<file path="src/pkg/lps_params.svh">
`ifndef LPS_PARAMS_SVH
`define LPS_PARAMS_SVH
`define LPS_NPORTS 10
`define LPS_OFF_PORT0 8'h00
`define LPS_OFF_PORT9 8'h09
`define LPS_OFF_IN_LOW 8'h0E
`define LPS_OFF_IN_HIGH 8'h0F
`define LPS_OFF_CONFIG 8'h10
`define LPS_OFF_RAMP_DOWN 8'h11
`define LPS_OFF_RAMP_UP 8'h12
`define LPS_OFF_SCALE_LOW 8'h13
`define LPS_OFF_SCALE_HIGH 8'h14
`define LPS_OFF_GLOBAL 8'h15
`define LPS_CFG_RUN 0
`define LPS_CFG_PIN_WAKE 1
`define LPS_CFG_STAGGER 5
`define LPS_CFG_PIN_RESET 6
`define LPS_CFG_CLK_SEL 7
`define LPS_CODE_LOW 8'h00
`define LPS_CODE_RELEASE 8'h01
`define LPS_CODE_STATIC 8'h02
`define LPS_CODE_OFF 8'hFF
`define LPS_RST_PORT 8'hFF
`define LPS_RST_GLOBAL 8'h07
`define LPS_PHASE_STEP 8'h20
`define LPS_WAKE_PERIODS 8'd128
`endif

</file>
<file path="src/pkg/lps_pkg.sv">
`default_nettype none
package lps_pkg;
  typedef logic [7:0] lps_byte_t;
  typedef enum logic [2:0] {
    LPS_IDLE = 3'b001,
    LPS_WAIT = 3'b010,
    LPS_FIRE = 3'b100
  } lps_wake_e;
endpackage
`default_nettype wire

</file>
<file path="src/design/lps_sync.sv">
`default_nettype none
module lps_sync #(
  parameter int WIDTH = 1
) (
  input wire logic clk,
  input wire logic nrst,
  input wire logic [WIDTH-1:0] din,
  output logic [WIDTH-1:0] dout
);
  logic [WIDTH-1:0] stage1;
  logic [WIDTH-1:0] next_stage1;
  logic [WIDTH-1:0] next_dout;

  // Two-flop synchroniser
  always_comb begin
    next_stage1 = din;
    next_dout = stage1;
  end

  always_ff @(posedge clk or negedge nrst) begin
    if (!nrst) begin
      stage1 <= '0;
      dout <= '0;
    end else begin
      stage1 <= next_stage1;
      dout <= next_dout;
    end
  end
endmodule
`default_nettype wire

</file>
<file path="src/design/lps_wake.sv">
`include "lps_params.svh"
`default_nettype none
module lps_wake
  import lps_pkg::*;
(
  input wire logic clk,
  input wire logic nrst,
  input wire logic enable,
  input wire logic gate_rise,
  input wire logic gate_level,
  input wire logic pwm_tick,
  input wire logic bus_ack,
  output logic fire
);
  lps_wake_e state;
  lps_wake_e next_state;
  logic [7:0] count;
  logic [7:0] next_count;
  logic next_fire;

  // Pin-wake timer, cancelled by acks or gate drop
  always_comb begin
    next_state = state;
    next_count = count;
    next_fire = 1'b0;
    case (state)
      LPS_IDLE: begin
        next_count = 8'h00;
        if (enable && gate_rise) begin
          next_state = LPS_WAIT;
        end
      end
      LPS_WAIT: begin
        if (!enable || !gate_level || bus_ack) begin
          next_state = LPS_IDLE;
        end else if (pwm_tick) begin
          next_count = count + 8'd1;
          if (count == `LPS_WAKE_PERIODS - 8'd1) begin
            next_state = LPS_FIRE;
          end
        end
      end
      LPS_FIRE: begin
        next_fire = 1'b1;
        next_state = LPS_IDLE;
      end
      default: begin
        next_state = LPS_IDLE;
      end
    endcase
  end

  always_ff @(posedge clk or negedge nrst) begin
    if (!nrst) begin
      state <= LPS_IDLE;
      count <= 8'h00;
      fire <= 1'b0;
    end else begin
      state <= next_state;
      count <= next_count;
      fire <= next_fire;
    end
  end
endmodule
`default_nettype wire

</file>
<file path="src/design/lps_core.sv">
`include "lps_params.svh"
`default_nettype none
module lps_core
  import lps_pkg::*;
#(
  parameter bit HAS_EXT_CLOCK = 1'b1
) (
  input wire logic clk,
  input wire logic nrst,
  input wire logic bus_gate_n,
  input wire logic scl_in,
  input wire logic sda_in,
  output logic sda_out,
  output logic sda_oe_n,
  input wire logic osc_tick_in,
  input wire logic external_pwm_clock_in,
  input wire logic [9:0] port_pins_in,
  output logic [9:0] port_pins_out,
  output logic [9:0] port_pins_oe_n,
  output logic [9:0] sink_enable,
  output logic [9:0] sink_full_scale,
  output logic [2:0] global_current,
  output logic [7:0] ramp_down_cfg,
  output logic [7:0] ramp_up_cfg,
  output logic run_state
);
  localparam lps_byte_t SLAVE_ADDR = 8'h40; // Arbitrary address

  // ----------------------------------------
  // Input synchronisers
  // ----------------------------------------
  logic [14:0] sync_q;
  lps_sync #(.WIDTH(15)) u_sync (
    .clk(clk),
    .nrst(nrst),
    .din({bus_gate_n, scl_in, sda_in, osc_tick_in, external_pwm_clock_in, port_pins_in}),
    .dout(sync_q)
  );
  logic gate_s, scl_s, sda_s, osc_s, ext_s;
  logic [9:0] pins_s;
  assign {gate_s, scl_s, sda_s, osc_s, ext_s, pins_s} = sync_q;

  // ----------------------------------------
  // Registers
  // ----------------------------------------
  lps_byte_t port_code [10];
  lps_byte_t config_reg, ramp_down, ramp_up, scale_low, scale_high, global_reg;
  logic scl_d, sda_d, gate_d, pwm_src_d;

  // ----------------------------------------
  // Serial slave state
  // ----------------------------------------
  typedef enum logic [4:0] {
    SL_IDLE = 5'b00001, SL_SHIFT = 5'b00010, SL_ACK = 5'b00100,
    SL_SEND = 5'b01000, SL_RACK = 5'b10000
  } lps_slave_e;
  lps_slave_e sl_state, next_sl_state;
  logic [7:0] shreg, next_shreg;
  logic [3:0] bitcnt, next_bitcnt;
  logic [1:0] phase, next_phase; // 0 addr, 1 pointer, 2 data
  logic rd_mode, next_rd_mode;
  logic [7:0] pointer, next_pointer;
  logic drive_low, next_drive_low;
  logic acked, next_acked;
  logic wr_en;
  logic [7:0] wr_addr, wr_data;

  wire scl_rise = scl_s && !scl_d;
  wire scl_fall = !scl_s && scl_d;
  wire start_c = scl_s && scl_d && sda_d && !sda_s;
  wire stop_c = scl_s && scl_d && !sda_d && sda_s;

  // Register read mux, input levels masked to input ports
  function automatic lps_byte_t rd_reg(input logic [7:0] a);
    logic [9:0] lv;
    lv = '0;
    for (int i = 0; i < `LPS_NPORTS; i++) begin
      lv[i] = pins_s[i] && (port_code[i] == `LPS_CODE_RELEASE);
    end
    rd_reg = 8'h00;
    if (a <= `LPS_OFF_PORT9) rd_reg = port_code[a[3:0]];
    else if (a == `LPS_OFF_IN_LOW) rd_reg = lv[7:0];
    else if (a == `LPS_OFF_IN_HIGH) rd_reg = {6'h00, lv[9:8]};
    else if (a == `LPS_OFF_CONFIG) rd_reg = config_reg;
    else if (a == `LPS_OFF_RAMP_DOWN) rd_reg = ramp_down;
    else if (a == `LPS_OFF_RAMP_UP) rd_reg = ramp_up;
    else if (a == `LPS_OFF_SCALE_LOW) rd_reg = scale_low;
    else if (a == `LPS_OFF_SCALE_HIGH) rd_reg = scale_high;
    else if (a == `LPS_OFF_GLOBAL) rd_reg = global_reg;
  endfunction

  // Byte-level slave; sda driven only on ack/read bits
  always_comb begin
    next_sl_state = sl_state;
    next_shreg = shreg;
    next_bitcnt = bitcnt;
    next_phase = phase;
    next_rd_mode = rd_mode;
    next_pointer = pointer;
    next_drive_low = drive_low;
    next_acked = 1'b0;
    wr_en = 1'b0;
    wr_addr = pointer;
    wr_data = shreg;
    if (!gate_s) begin
      next_sl_state = SL_IDLE;
      next_drive_low = 1'b0;
      next_bitcnt = 4'd0;
    end else if (start_c) begin
      next_sl_state = SL_SHIFT;
      next_bitcnt = 4'd0;
      next_phase = 2'd0;
      next_drive_low = 1'b0;
    end else if (stop_c) begin
      next_sl_state = SL_IDLE;
      next_drive_low = 1'b0;
    end else begin
      case (sl_state)
        SL_IDLE: begin
          next_drive_low = 1'b0;
        end
        SL_SHIFT: begin
          if (scl_rise) begin
            next_shreg = {shreg[6:0], sda_s};
            next_bitcnt = bitcnt + 4'd1;
          end else if (scl_fall && bitcnt == 4'd8) begin
            next_bitcnt = 4'd0;
            if (phase == 2'd0) begin
              if (shreg[7:1] == SLAVE_ADDR[6:0]) begin
                next_rd_mode = shreg[0];
                next_drive_low = 1'b1;
                next_acked = 1'b1;
                next_sl_state = SL_ACK;
              end else begin
                next_sl_state = SL_IDLE;
              end
            end else begin
              next_drive_low = 1'b1;
              next_sl_state = SL_ACK;
              if (phase == 2'd1) begin
                next_pointer = shreg;
              end else begin
                wr_en = 1'b1;
                next_pointer = pointer + 8'd1;
              end
            end
          end
        end
        SL_ACK: begin
          if (scl_fall) begin
            next_drive_low = 1'b0;
            next_bitcnt = 4'd0;
            if (phase == 2'd0 && rd_mode) begin
              next_shreg = rd_reg(pointer);
              next_drive_low = !next_shreg[7];
              next_sl_state = SL_SEND;
            end else begin
              next_phase = (phase == 2'd0) ? 2'd1 : 2'd2;
              next_sl_state = SL_SHIFT;
            end
          end
        end
        SL_SEND: begin
          if (scl_fall) begin
            next_bitcnt = bitcnt + 4'd1;
            next_shreg = {shreg[6:0], 1'b0};
            next_drive_low = (bitcnt == 4'd7) ? 1'b0 : !shreg[6];
            if (bitcnt == 4'd7) begin
              next_pointer = pointer + 8'd1;
              next_sl_state = SL_RACK;
            end
          end
        end
        SL_RACK: begin
          if (scl_rise) begin
            next_rd_mode = sda_s; // Nack ends read
          end else if (scl_fall) begin
            next_bitcnt = 4'd0;
            if (rd_mode) begin
              next_sl_state = SL_IDLE;
            end else begin
              next_shreg = rd_reg(pointer);
              next_drive_low = !next_shreg[7];
              next_sl_state = SL_SEND;
            end
          end
        end
        default: begin
          next_sl_state = SL_IDLE;
        end
      endcase
    end
  end

  always_ff @(posedge clk or negedge nrst) begin
    if (!nrst) begin
      sl_state <= SL_IDLE;
      shreg <= 8'h00;
      bitcnt <= 4'd0;
      phase <= 2'd0;
      rd_mode <= 1'b0;
      pointer <= 8'h00;
      drive_low <= 1'b0;
      acked <= 1'b0;
      scl_d <= 1'b1;
      sda_d <= 1'b1;
      gate_d <= 1'b0;
    end else begin
      sl_state <= next_sl_state;
      shreg <= next_shreg;
      bitcnt <= next_bitcnt;
      phase <= next_phase;
      rd_mode <= next_rd_mode;
      pointer <= next_pointer;
      drive_low <= next_drive_low;
      acked <= next_acked;
      scl_d <= scl_s;
      sda_d <= sda_s;
      gate_d <= gate_s;
    end
  end

  // ----------------------------------------
  // PWM clock and wake timer
  // ----------------------------------------
  wire pwm_src = config_reg[`LPS_CFG_CLK_SEL] ? ext_s : osc_s;
  wire pwm_tick = pwm_src && !pwm_src_d;
  wire gate_rise = gate_s && !gate_d;
  wire gate_fall = !gate_s && gate_d;
  logic wake_fire;
  lps_wake u_wake (
    .clk(clk),
    .nrst(nrst),
    .enable(config_reg[`LPS_CFG_PIN_WAKE]),
    .gate_rise(gate_rise),
    .gate_level(gate_s),
    .pwm_tick(pwm_tick),
    .bus_ack(acked),
    .fire(wake_fire)
  );

  // ----------------------------------------
  // Register file update
  // ----------------------------------------
  lps_byte_t next_port_code [10];
  lps_byte_t next_config, next_ramp_down, next_ramp_up, next_scale_low, next_scale_high, next_global;
  wire cfg_default_clk = HAS_EXT_CLOCK;

  always_comb begin
    next_port_code = port_code;
    next_config = config_reg;
    next_ramp_down = ramp_down;
    next_ramp_up = ramp_up;
    next_scale_low = scale_low;
    next_scale_high = scale_high;
    next_global = global_reg;
    if (gate_fall && config_reg[`LPS_CFG_PIN_RESET]) begin
      for (int i = 0; i < `LPS_NPORTS; i++) next_port_code[i] = `LPS_RST_PORT;
      next_config = {cfg_default_clk, 7'h00};
      next_ramp_down = 8'h00;
      next_ramp_up = 8'h00;
      next_scale_low = 8'h00;
      next_scale_high = 8'h00;
      next_global = `LPS_RST_GLOBAL;
    end else begin
      if (wr_en) begin
        if (wr_addr <= `LPS_OFF_PORT9) next_port_code[wr_addr[3:0]] = wr_data;
        else if (wr_addr == `LPS_OFF_CONFIG) begin
          next_config = {wr_data[7:5], 3'b000, wr_data[1:0]};
          if (!HAS_EXT_CLOCK) next_config[`LPS_CFG_CLK_SEL] = 1'b0;
        end
        else if (wr_addr == `LPS_OFF_RAMP_DOWN) next_ramp_down = wr_data;
        else if (wr_addr == `LPS_OFF_RAMP_UP) next_ramp_up = wr_data;
        else if (wr_addr == `LPS_OFF_SCALE_LOW) next_scale_low = wr_data;
        else if (wr_addr == `LPS_OFF_SCALE_HIGH) next_scale_high = {6'h00, wr_data[1:0]};
        else if (wr_addr == `LPS_OFF_GLOBAL) next_global = {5'h00, wr_data[2:0]};
        // Input level offsets fall through untouched
      end
      if (wake_fire) next_config[`LPS_CFG_RUN] = 1'b1;
    end
  end

  always_ff @(posedge clk or negedge nrst) begin
    if (!nrst) begin
      for (int i = 0; i < `LPS_NPORTS; i++) port_code[i] <= `LPS_RST_PORT;
      config_reg <= HAS_EXT_CLOCK ? 8'h80 : 8'h00;
      ramp_down <= 8'h00;
      ramp_up <= 8'h00;
      scale_low <= 8'h00;
      scale_high <= 8'h00;
      global_reg <= `LPS_RST_GLOBAL;
      pwm_src_d <= 1'b0;
    end else begin
      port_code <= next_port_code;
      config_reg <= next_config;
      ramp_down <= next_ramp_down;
      ramp_up <= next_ramp_up;
      scale_low <= next_scale_low;
      scale_high <= next_scale_high;
      global_reg <= next_global;
      pwm_src_d <= pwm_src;
    end
  end

  // ----------------------------------------
  // PWM counter and port drive
  // ----------------------------------------
  logic [7:0] pwm_cnt;
  wire [7:0] next_pwm_cnt = pwm_tick ? pwm_cnt + 8'd1 : pwm_cnt;
  logic [9:0] next_sink, next_pin_out, next_oe_n;
  wire running = config_reg[`LPS_CFG_RUN];

  for (genvar n = 0; n < `LPS_NPORTS; n++) begin : g_port
    localparam logic [7:0] PHASE = 8'((n % 8) * `LPS_PHASE_STEP);
    wire [7:0] code = port_code[n];
    wire [7:0] offs = config_reg[`LPS_CFG_STAGGER] ? PHASE : 8'h00;
    wire [7:0] rel = pwm_cnt - offs;
    wire is_logic = (code == `LPS_CODE_LOW) || (code == `LPS_CODE_RELEASE);
    wire is_cc = !is_logic && (code != `LPS_CODE_OFF);
    wire on_time = (code == `LPS_CODE_STATIC) || (rel < code);
    always_comb begin
      next_sink[n] = running && is_cc && on_time;
      next_pin_out[n] = 1'b0;
      next_oe_n[n] = (code != `LPS_CODE_LOW);
    end
  end

  // Output registers
  always_ff @(posedge clk or negedge nrst) begin
    if (!nrst) begin
      pwm_cnt <= 8'h00;
      sink_enable <= '0;
      port_pins_out <= '0;
      port_pins_oe_n <= '1;
      sink_full_scale <= '0;
      global_current <= 3'b111;
      ramp_down_cfg <= 8'h00;
      ramp_up_cfg <= 8'h00;
      run_state <= 1'b0;
      sda_out <= 1'b0;
      sda_oe_n <= 1'b1;
    end else begin
      pwm_cnt <= next_pwm_cnt;
      sink_enable <= next_sink;
      port_pins_out <= next_pin_out;
      port_pins_oe_n <= next_oe_n;
      sink_full_scale <= {scale_high[1:0], scale_low};
      global_current <= global_reg[2:0];
      ramp_down_cfg <= ramp_down;
      ramp_up_cfg <= ramp_up;
      run_state <= running;
      sda_out <= 1'b0;
      sda_oe_n <= !(next_drive_low && gate_s);
    end
  end
endmodule
`default_nettype wire

</file>
<file path="config.mk">
export PLATFORM = sky130hd
export DESIGN_NAME = lps_core
export DESIGN_NICKNAME = d
export VERILOG_FILES = /design/src/pkg/lps_pkg.sv /design/src/design/lps_sync.sv /design/src/design/lps_wake.sv /design/src/design/lps_core.sv
export VERILOG_INCLUDE_DIRS = /design/src /design/src/pkg
export SDC_FILE = /design/constraint.sdc
export NUM_CORES = 1
export LEC_CHECK = 0
export BUFFER_PORTS_ARGS = -buffer_cell sky130_fd_sc_hd__buf_2
export CELL_PAD_IN_SITES_DETAIL_PLACEMENT = 1
export CELL_PAD_IN_SITES_GLOBAL_PLACEMENT = 2
export CORE_MARGIN = 10
export CORE_UTILIZATION = 41
export CTS_CLUSTER_SIZE = 14
export DETAILED_ROUTE_END_ITERATION = 10
export PLACE_DENSITY_LB_ADDON = 0.1
export RECOVER_POWER = 100
export SETUP_SLACK_MARGIN = 0.5
export SYNTH_ARGS = -nofsm -noshare
export SYNTH_HDL_FRONTEND = slang
export SYNTH_SLANG_ARGS = --single-unit
</file>
<file path="constraint.sdc">
create_clock -name clk -period 3.45 [get_ports clk]
set_clock_uncertainty 0.2 [all_clocks]
set_input_delay 0.69 -clock clk [delete_from_list [all_inputs] [get_ports clk]]
set_output_delay 0.69 -clock clk [all_outputs]
set_load 0.02 [all_outputs]
</file>
==> results of run 1 <==
path summary, 6_finish.rpt:
kind | depth (start not counted) | slack [ns] | from | end
worst max-delay path | 9 | 0.46 | pointer[1] | drive_low
min in group asynchronous | 2 | 0.98 | nrst | u_wake.count[5]
max in group asynchronous | 3 | 0.88 | nrst | global_current[1]
worst min register to register | 0 | 0.15 | u_sync.next_dout[5] | u_sync.dout[5]
worst max register to register | 9 | 0.46 | pointer[1] | drive_low
worst min-delay path | 1 | 0.03 | scl_in | u_sync.next_dout[13]
cells in the mapped netlist, types with 14 or more instances:
library cell | instances | share of area [%]
buf_4 | 14 | 0.77
dfrtp_1 | 147 | 27
inv_1 | 95 | 2.6
xnor2_1 | 17 | 1.1
o21ai_0 | 52 | 1.9
nand4_1 | 30 | 1.4
a21oi_1 | 65 | 2.4
nor2_1 | 145 | 4.0
nor2b_1 | 18 | 0.82
nand2b_1 | 29 | 1.3
ha_1 | 83 | 7.6
dfstp_2 | 102 | 20
nand2_1 | 61 | 1.7
nor3_1 | 32 | 1.2
or4_1 | 15 | 0.82
nand3_1 | 32 | 1.2
clkbuf_1 | 44 | 1.2
mux2i_1 | 110 | 8.0
mux4_2 | 16 | 2.6
kinds of logic (layout without fill, tap and decap cells):
family / after synthesis / in the layout / synth area share (%)
and+or+nand+nor: 453 / 453 / 17.6
xor gates and xnor gates: 23 / 23 / 1.47
DFF: 249 / 249 / 46.3
muxes: 133 / 133 / 11.2
other: 1 / 11 / 0.0273
adders and majority gates: 84 / 84 / 7.71
AOI/OAI and AO/OA: 226 / 226 / 10.7
buffers and inverters: 164 / 254 / 4.96
per-layer routing:
metal | vias up | GRT usage, % | wire length (µm)
met2 | 273 | 34.2 | 20600
met1 | 5608 | 32.1 | 22000
met5 | - | 0 | 0
li1 | 4902 | - | -
met3 | 57 | 2.63 | 2170
met4 | 0 | 5.41 | 1080
power by group through the flow:
stage	registers, µW	logic [µW]	clock network [µW]
after floorplan	3250	1710	0
after global placement	3440	2380	0
after detailed placement	3450	2430	0
after CTS	3400	2450	3360
after global routing	3430	2720	3480
final	3420	2440	3280
worst max-delay path: stages (launching register included):
cell and delay (ns):
dfrtp_1 0.42, clkbuf_2 0.51, ha_1 0.27, nor2b_1 0.13, buf_4 0.17, a22oi_1 0.09, a211oi_1 0.47, o31ai_1 0.20
a221oi_1 0.32, nor2_1 0.07
timing repair:
item / 4_1_cts / 5_1_grt
hold buffers: 1 / 0
hold endpoints to repair: 35 / 0
endpoints found under the setup margin: 0 / 13
setup buffers: 0 / 1
resized for setup: 0 / 7
layout make-up:
cell class                 count  area, µm²  area share (%)
multi-input combinational    930       6720            43.0
sequential                   249       6360            40.7
clock buffer                  46        880            5.63
timing repair buffer         105        604            3.87
tap                          442        553            3.54
inverter                      95        357            2.28
clock inverter                 8        145           0.929
through the flow:
stage | hold WS, ns | cell area (µm²)
5_1_grt | 0.0204 | 15600
3_5_place_dp | 0.136 | 14700
2_1_floorplan | 0.131 | 13800
4_1_cts | 0.0124 | 15700
6_report | 0.0316 | 15600
3_3_place_gp | 0.132 | 14700
==> summary.md, run 1 <==
| Metric | Value |
|---|---|
| Final Power | 9130 µW |
| MaxCap Viol Count | 1 |
| Endpoints failing setup | 0 |
| Initial core utilization | 41.9% |
| Initial antenna violation count | 0 |
| Clock-pin slew on the worst setup and hold paths | 0.06 ns |
| Failing checks | capacitance limit, slew limit |
| RSZ-0062 raised after global routing | false |
| Diode count | 0 |
| Largest net degree at the start of global routing | 98 |
| #FFs+latches synth | 249 |
| Num CTS Buffers | 29 |
| H-tree levels | 1 |
| Max Slew Vio Count | 67 |
| Max-slew headroom | -19.8% |
| Final Util | 47.6% |
| Crit path time final | 2.99 ns |
| CP startpoint kind | register |
| Leakage | 0.00695 µW |
| Nets | 1511 |
| EDFF count, synth | 0 |
| DRC viols | 0 |
| Period utilization | 86.8% |
| Final Non-Filler Cells | 1875 |
| Sw Share | 34.1% |
| Final Hold Viols | 0 |
| Cell Rows | 66 |
| Power per cell area | 585 mW/mm² |
| GRT overflow | 0 |
| Post-DR vias/cell | 5.78 |
| Worst slew pin tran | 1.80 ns |
| Post-synthesis cell count | 1333 |
| Ys async rst share | 100% |
| Most frequent cells in the layout | dfrtp_1, nor2_1, mux2i_1, inv_1, dfstp_2 |
| Initial DRC Count | 663 |
| Comb power frac | 26.7% |
| Max Buffers Root-to-Sink | 3 |
| Skew-Pair Late Insertion Delay | 0.56 ns |
| Sum Neg Setup Slack | 0 ns |
| Most common cell after layout, fill and taps aside | dfrtp_1 |
| TritonRoute pass-1 iters | 5 |
| Die Area | 0.0412 mm² |
| Class of the worst hold path | in2reg |
| P&R area growth vs syn | 13.7% |
| Inst Count DP | 1819 |
| TritonCTS clock tree | yes |
| Peak supply drop | 0.000381 V |
| WL/cell | 24.5 µm |
| Smallest setup slack after layout | 0.457 ns |
| Share of the yosys chip area belonging to registers | 46.3% |
| Synth Cell Area | 0.0137 mm² |
| Max frequency | 334 MHz |
| Critical path class | reg2reg |
| Yosys warns | 0 |
| Detailed Place HPWL | 33100 µm |
| Worst EP required | 3.67 ns |
| Final RePlAce weighted congestion | 0.893 |
| CP endpoint kind | register |
| Layout cells sized above 1 | 16.7% |
| Core area | 0.0328 mm² |
| Dpl ws | 0.569 ns |
| Vias | 10800 |
| Sink Count | 249 |
| Clk pwr share | 35.9% |
| Distinct cells, synth | 80 |
| Crit Path Max Fanout | 16 |
| IO Port Bufs | 67 |
| Max reg flops | 80 |
| Clock root buffer | clkbuf_16 |
| DIE WIDTH | 203 µm |
| Seq pwr share | 37.4% |
| Top_reg_cell synth | dfrtp_1 |
| Critical path arrival | 3.21 ns |
| Switching Power | 3120 µW |
| WL final | 45900 µm |
| Post-route ant nets | 0 |
| Internal power | 6020 µW |
| Status | finished with violations |
| GRT Overall Usage | 22.1% |
| Io pins | 79 |
| Number of global-route vias before repair | 11100 |
| Global-route wire length before repair | 70700 µm |
| Synthesized area per cell | 10.3 µm² |
| Fill cells | 3653 |
| Die Span Y | 203 µm |
(Power assumes the default switching activity.)
==> run 2, diff against run 1 <==
- CELL_PAD_IN_SITES_DETAIL_PLACEMENT: 1 -> default
- CELL_PAD_IN_SITES_GLOBAL_PLACEMENT: 2 -> default
- CORE_UTILIZATION: 41 -> 49
- PLACE_DENSITY: default -> 0.66
- PLACE_DENSITY_LB_ADDON: 0.1 -> default
==> summary.md, run 2 (synthesized netlist as in run 1, its figures left out) <==
| Metric | Value |
|---|---|
| CP startpoint | pointer[0] |
| Endpoints failing setup | 0 |
| Diode count | 0 |
| Sum Neg Setup Slack | 0 ns |
| Global-route wire length before repair | 61900 µm |
| Critical path class | reg2reg |
| Io pins | 79 |
| CP startpoint kind | register |
| H-tree levels | 1 |
| Period utilization | 87.3% |
| Critical path arrival | 3.23 ns |
| GRT Overall Usage | 22.1% |
| Nets | 1509 |
| Dpl ws | 0.705 ns |
| Max-slew headroom | 14.4% |
| Reg2reg path depth | 8 |
| Comb power frac | 25.9% |
| Post-DR vias/cell | 5.92 |
| Class of the worst hold path | in2reg |
| Worst slew pin tran | 1.28 ns |
| WL/cell | 21.9 µm |
| Hold_ws | 0.0443 ns |
| TritonRoute pass-1 iters | 5 |
| Max reg flops | 80 |
| TritonCTS clock tree | yes |
| Crit path time final | 3.01 ns |
| Number of global-route vias before repair | 10500 |
| Max frequency | 332 MHz |
| Final Hold Viols | 0 |
| IO Port Bufs | 67 |
| DRC viols | 0 |
| Seq pwr share | 38.5% |
| R2R Path Start | pointer[0] |
| Sw Share | 33.4% |
| Hold path cells | 1 |
| Clock root buffer | clkbuf_16 |
| Max Slew Vio Count | 0 |
| Internal power | 5960 µW |
| Core area | 0.0277 mm² |
| Skew-Pair Late Insertion Delay | 0.55 ns |
| Clock-pin slew on the worst setup and hold paths | 0.06 ns |
| Hold_sp | port_pins_in[2] |
| Postcts setup bufs | 0 |
| Num CTS Buffers | 28 |
| Peak supply drop | 0.000378 V |
| Status | complete, no violations |
| DIE WIDTH | 187 µm |
| Cell Rows | 61 |
| MaxCap Viol Count | 0 |
| Initial DRC Count | 1082 |
| Die Area | 0.0351 mm² |
| Post-route ant nets | 0 |
| Leakage | 0.00689 µW |
| Worst EP required | 3.67 ns |
| Final RePlAce weighted congestion | 0.949 |
| P&R area growth vs syn | 12.2% |
| Vias | 10700 |
| Largest net degree at the start of global routing | 95 |
| Most frequent cells in the layout | nor2_1, dfrtp_1, mux2i_1, inv_1, dfstp_2 |
| Layout cells sized above 1 | 16.0% |
| CP endpoint kind | register |
| GRT overflow | 0 |
| Initial core utilization | 49.6% |
| Smallest setup slack after layout | 0.438 ns |
| RSZ-0062 raised after global routing | false |
| Max Buffers Root-to-Sink | 3 |
| Switching Power | 2990 µW |
| Die Span Y | 187 µm |
| Detailed Place HPWL | 28000 µm |
| WL final | 39600 µm |
| Clk pwr share | 35.6% |
| Sink Count | 249 |
| Crit Path Max Fanout | 8 |
| Power per cell area | 581 mW/mm² |
| Initial antenna violation count | 0 |
[run 2: final cells by class]
type | count | area [µm²]
tap | 378 | 473
timing repair buffer | 104 | 538
multi-input combinational | 930 | 6690
inverter | 95 | 357
sequential | 249 | 6360
fill | 2437 | 12300
clock inverter | 11 | 191
clock buffer | 39 | 802
[run 2: worst paths after layout]
| check | to | slack (ns) |
|---|---|---|
| max reg2reg | scale_low[6] | 0.44 |
| min | u_sync.next_dout[2] | 0.04 |
| max in group asynchronous | u_sync.dout[5] | 0.77 |
| min in group asynchronous | pwm_cnt[4] | 0.57 |
| max | scale_low[6] | 0.44 |
| min reg2reg | u_sync.dout[12] | 0.15 |
[run 2: metrics by stage]
step | std cells | total power, µW | cell area, µm² | utilization [%]
2_1_floorplan | 1343 | 4960 | 13800 | -
3_3_place_gp | 1755 | 5720 | 14600 | 52.6
3_5_place_dp | 1755 | 5780 | 14600 | 52.6
4_1_cts | 1806 | 9000 | 15600 | 56.2
5_1_grt | 1806 | 9430 | 15400 | 55.6
6_report | 1806 | 8950 | 15400 | 55.6
[run 2: timing repair]
item                       4_1_cts  5_1_grt
gates resized for setup          0        3
hold endpoints to repair         3        0
setup endpoints to repair        0        4
hold buffers                     1        0
[run 2: routing by layer]
layer / GRT usage [%] / wire length [µm] / up-vias
li1: - / - / 4915
met1: 30.6 / 17600 / 5243
met2: 32.8 / 17200 / 453
met3: 5.61 / 3410 / 89
met4: 8.00 / 1410 / 0
met5: 0 / 0 / -
[run 2: worst max-delay path, cell delays in order, from the launching register on]
cell	delay, ns
dfrtp_1	0.40
clkbuf_1	0.26
ha_1	0.39
o21bai_1	0.22
a21oi_2	0.11
nor4_4	0.31
nand4_1	0.59
mux2i_1	0.35
nor2_1	0.06
[run 2: power groups by stage]
stage | Combinational, µW | Clock [µW] | Sequential [µW]
after floorplan | 1710 | 0 | 3250
after global placement | 2240 | 0 | 3480
after detailed placement | 2300 | 0 | 3480
after CTS | 2310 | 3260 | 3430
after global routing | 2580 | 3380 | 3460
final | 2320 | 3190 | 3440
==> run 3, diff against run 2 <==
- clock period: 3.45 -> 3.2 ns (I/O delays scaled with it)
==> summary.md, run 3 (synthesized netlist as in run 1, its figures left out) <==
| Metric | Value |
|---|---|
| Power per cell area | 617 mW/mm² |
| Slowest stage delay, CP | 0.91 ns |
| Clock root buffer | clkbuf_16 |
| Class of the worst hold path | in2reg |
| DIE WIDTH | 187 µm |
| Inst Count DP | 1760 |
| Core area | 0.0277 mm² |
| Peak supply drop | 0.000413 V |
| Max frequency | 340 MHz |
| Comb power frac | 26.3% |
| Die Span Y | 187 µm |
| CP endpoint kind | register |
| Number of global-route vias before repair | 10800 |
| Most frequent cells in the layout | nor2_1, dfrtp_1, mux2i_1, inv_1, dfstp_2 |
| Global-route wire length before repair | 62400 µm |
| Slowest cell on crit path | nor2_2 |
| RSZ-0062 raised after global routing | true |
| Vias | 10900 |
| Dpl ws | 0.286 ns |
| Final RePlAce weighted congestion | 0.990 |
| Post-route ant nets | 0 |
| Final instance area | 0.0158 mm² |
| MaxCap Viol Count | 0 |
| Fill cells | 2430 |
| Clk pwr share | 35.6% |
| Critical path arrival | 3.21 ns |
| Detailed Place HPWL | 28300 µm |
| Layout cells sized above 1 | 17.9% |
| Max reg flops | 80 |
| Clock-pin slew on the worst setup and hold paths | 0.06 ns |
| Multi-input logic area | 0.00675 mm² |
| Leakage | 0.00703 µW |
| Max Slew Vio Count | 0 |
| Max-slew headroom | 19.6% |
| Final Hold Viols | 0 |
| Sink Count | 249 |
| Smallest setup slack after layout | 0.256 ns |
| Initial core utilization | 49.6% |
| Final Power | 9720 µW |
| Area after DPL | 0.0146 mm² |
| Crit-path cells | clkbuf_1 > nor2_2 > clkbuf_4 > nor2_1 > mux2i_1 |
| Worst EP required | 3.47 ns |
| Seq pwr share | 38.1% |
| Post-DR vias/cell | 5.97 |
| Die Area | 0.0351 mm² |
| DRC viols | 0 |
| Worst slew pin tran | 1.21 ns |
| Sw Share | 33.5% |
| Skew-Pair Late Insertion Delay | 0.56 ns |
| CP startpoint kind | register |
| Critical path class | reg2reg |
| IO Port Bufs | 67 |
| Largest net degree at the start of global routing | 75 |
| WL final | 39500 µm |
| WL/cell | 21.6 µm |
| H-tree levels | 1 |
| Num CTS Buffers | 28 |
| Sum Neg Setup Slack | 0 ns |
| R2R setup slack | 0.26 ns |
| TritonCTS clock tree | yes |
| Initial antenna violation count | 1 |
| GRT Overall Usage | 22.1% |
| Final Non-Filler Cells | 1834 |
| Status | complete, no violations |
| Period utilization | 92.0% |
| TritonRoute pass-1 iters | 8 |
| P&R area growth vs syn | 14.7% |
| Crit Path Max Fanout | 41 |
| Sequential Area | 0.00636 mm² |
| Io pins | 79 |
| Switching Power | 3260 µW |
| Endpoints failing setup | 0 |
| Initial DRC Count | 1047 |
| Max Buffers Root-to-Sink | 3 |
| Crit path time final | 2.94 ns |
| Internal power | 6460 µW |
| GRT overflow | 0 |
| Nets | 1535 |
| Cell Rows | 61 |
==> run 3: cell count changes in the layout (fill, tap and decap cells not counted), sizes merged <==
cell	change
clkinvlp	+2
clkinv	+1
buf	+11
diode	+1
clkbuf	+1
dlygate4sd3	+13
inv	-1
==> run 3: routing by layer <==
| metal | routed length (µm) | vias to the layer above | GRT usage (%) |
|---|---|---|---|
| met5 | 0 | - | 0 |
| met4 | 1730 | 0 | 9.38 |
| met3 | 3070 | 112 | 4.33 |
| met2 | 17600 | 468 | 33.9 |
| met1 | 17100 | 5404 | 29.9 |
| li1 | - | 4962 | - |
==> run 3: power groups by stage <==
stage	registers, µW	logic [µW]	clock network, µW
after floorplan	3510	1880	0
after global routing	3720	2860	3640
final	3700	2560	3450
after global placement	3730	2460	0
after CTS	3690	2550	3530
after detailed placement	3730	2500	0
==> run 3: final timing paths <==
| path | start | cells past startpoint | end |
|---|---|---|---|
| worst max-delay path | u_sync.dout[14] | 5 | g_port[7].code[7] |
| worst max register to register | u_sync.dout[14] | 5 | g_port[7].code[7] |
| min in group asynchronous | nrst | 2 | u_wake.count[3] |
| max in group asynchronous | nrst | 3 | pwm_cnt[6] |
| worst min-delay path | port_pins_in[9] | 1 | u_sync.next_dout[9] |
| worst min register to register | u_sync.next_dout[4] | 0 | u_sync.dout[4] |
==> run 3: final cells by class <==
cell class | count | area share [%]
diodes | 1 | 0.0159
clock buffers | 38 | 5.00
clock inverters | 13 | 1.36
inverters | 95 | 2.26
multi-input cells | 930 | 42.9
flip-flops and latches | 249 | 40.4
well taps | 378 | 3.00
repair buffers | 130 | 5.12
==> run 3: metrics by stage <==
step,utilization [%],hold slack [ns]
after floorplan,-,0.131
after global placement,52.8,0.133
after detailed placement,52.8,0.135
after CTS,57.0,0.00312
after global routing,56.8,0.00276
final,56.9,0.0134
==> run 3: timing repair <==
| item | in CTS | in global routing |
|---|---|---|
| hold buffers | 14 | 0 |
| pin swaps | 0 | 5 |
| gates resized for setup | 8 | 15 |
| setup buffers | 0 | 8 |
| endpoints found under the setup margin | 13 | 120 |
| endpoints found under the hold margin | 74 | 0 |
==> run 3: worst max-delay path: cells and delay by family, from the launching register on <==
kind          cells  cell delay [ns]
flops             1             0.51
simple gates      2             1.03
mux               1             0.17
buf+inv           2             0.92
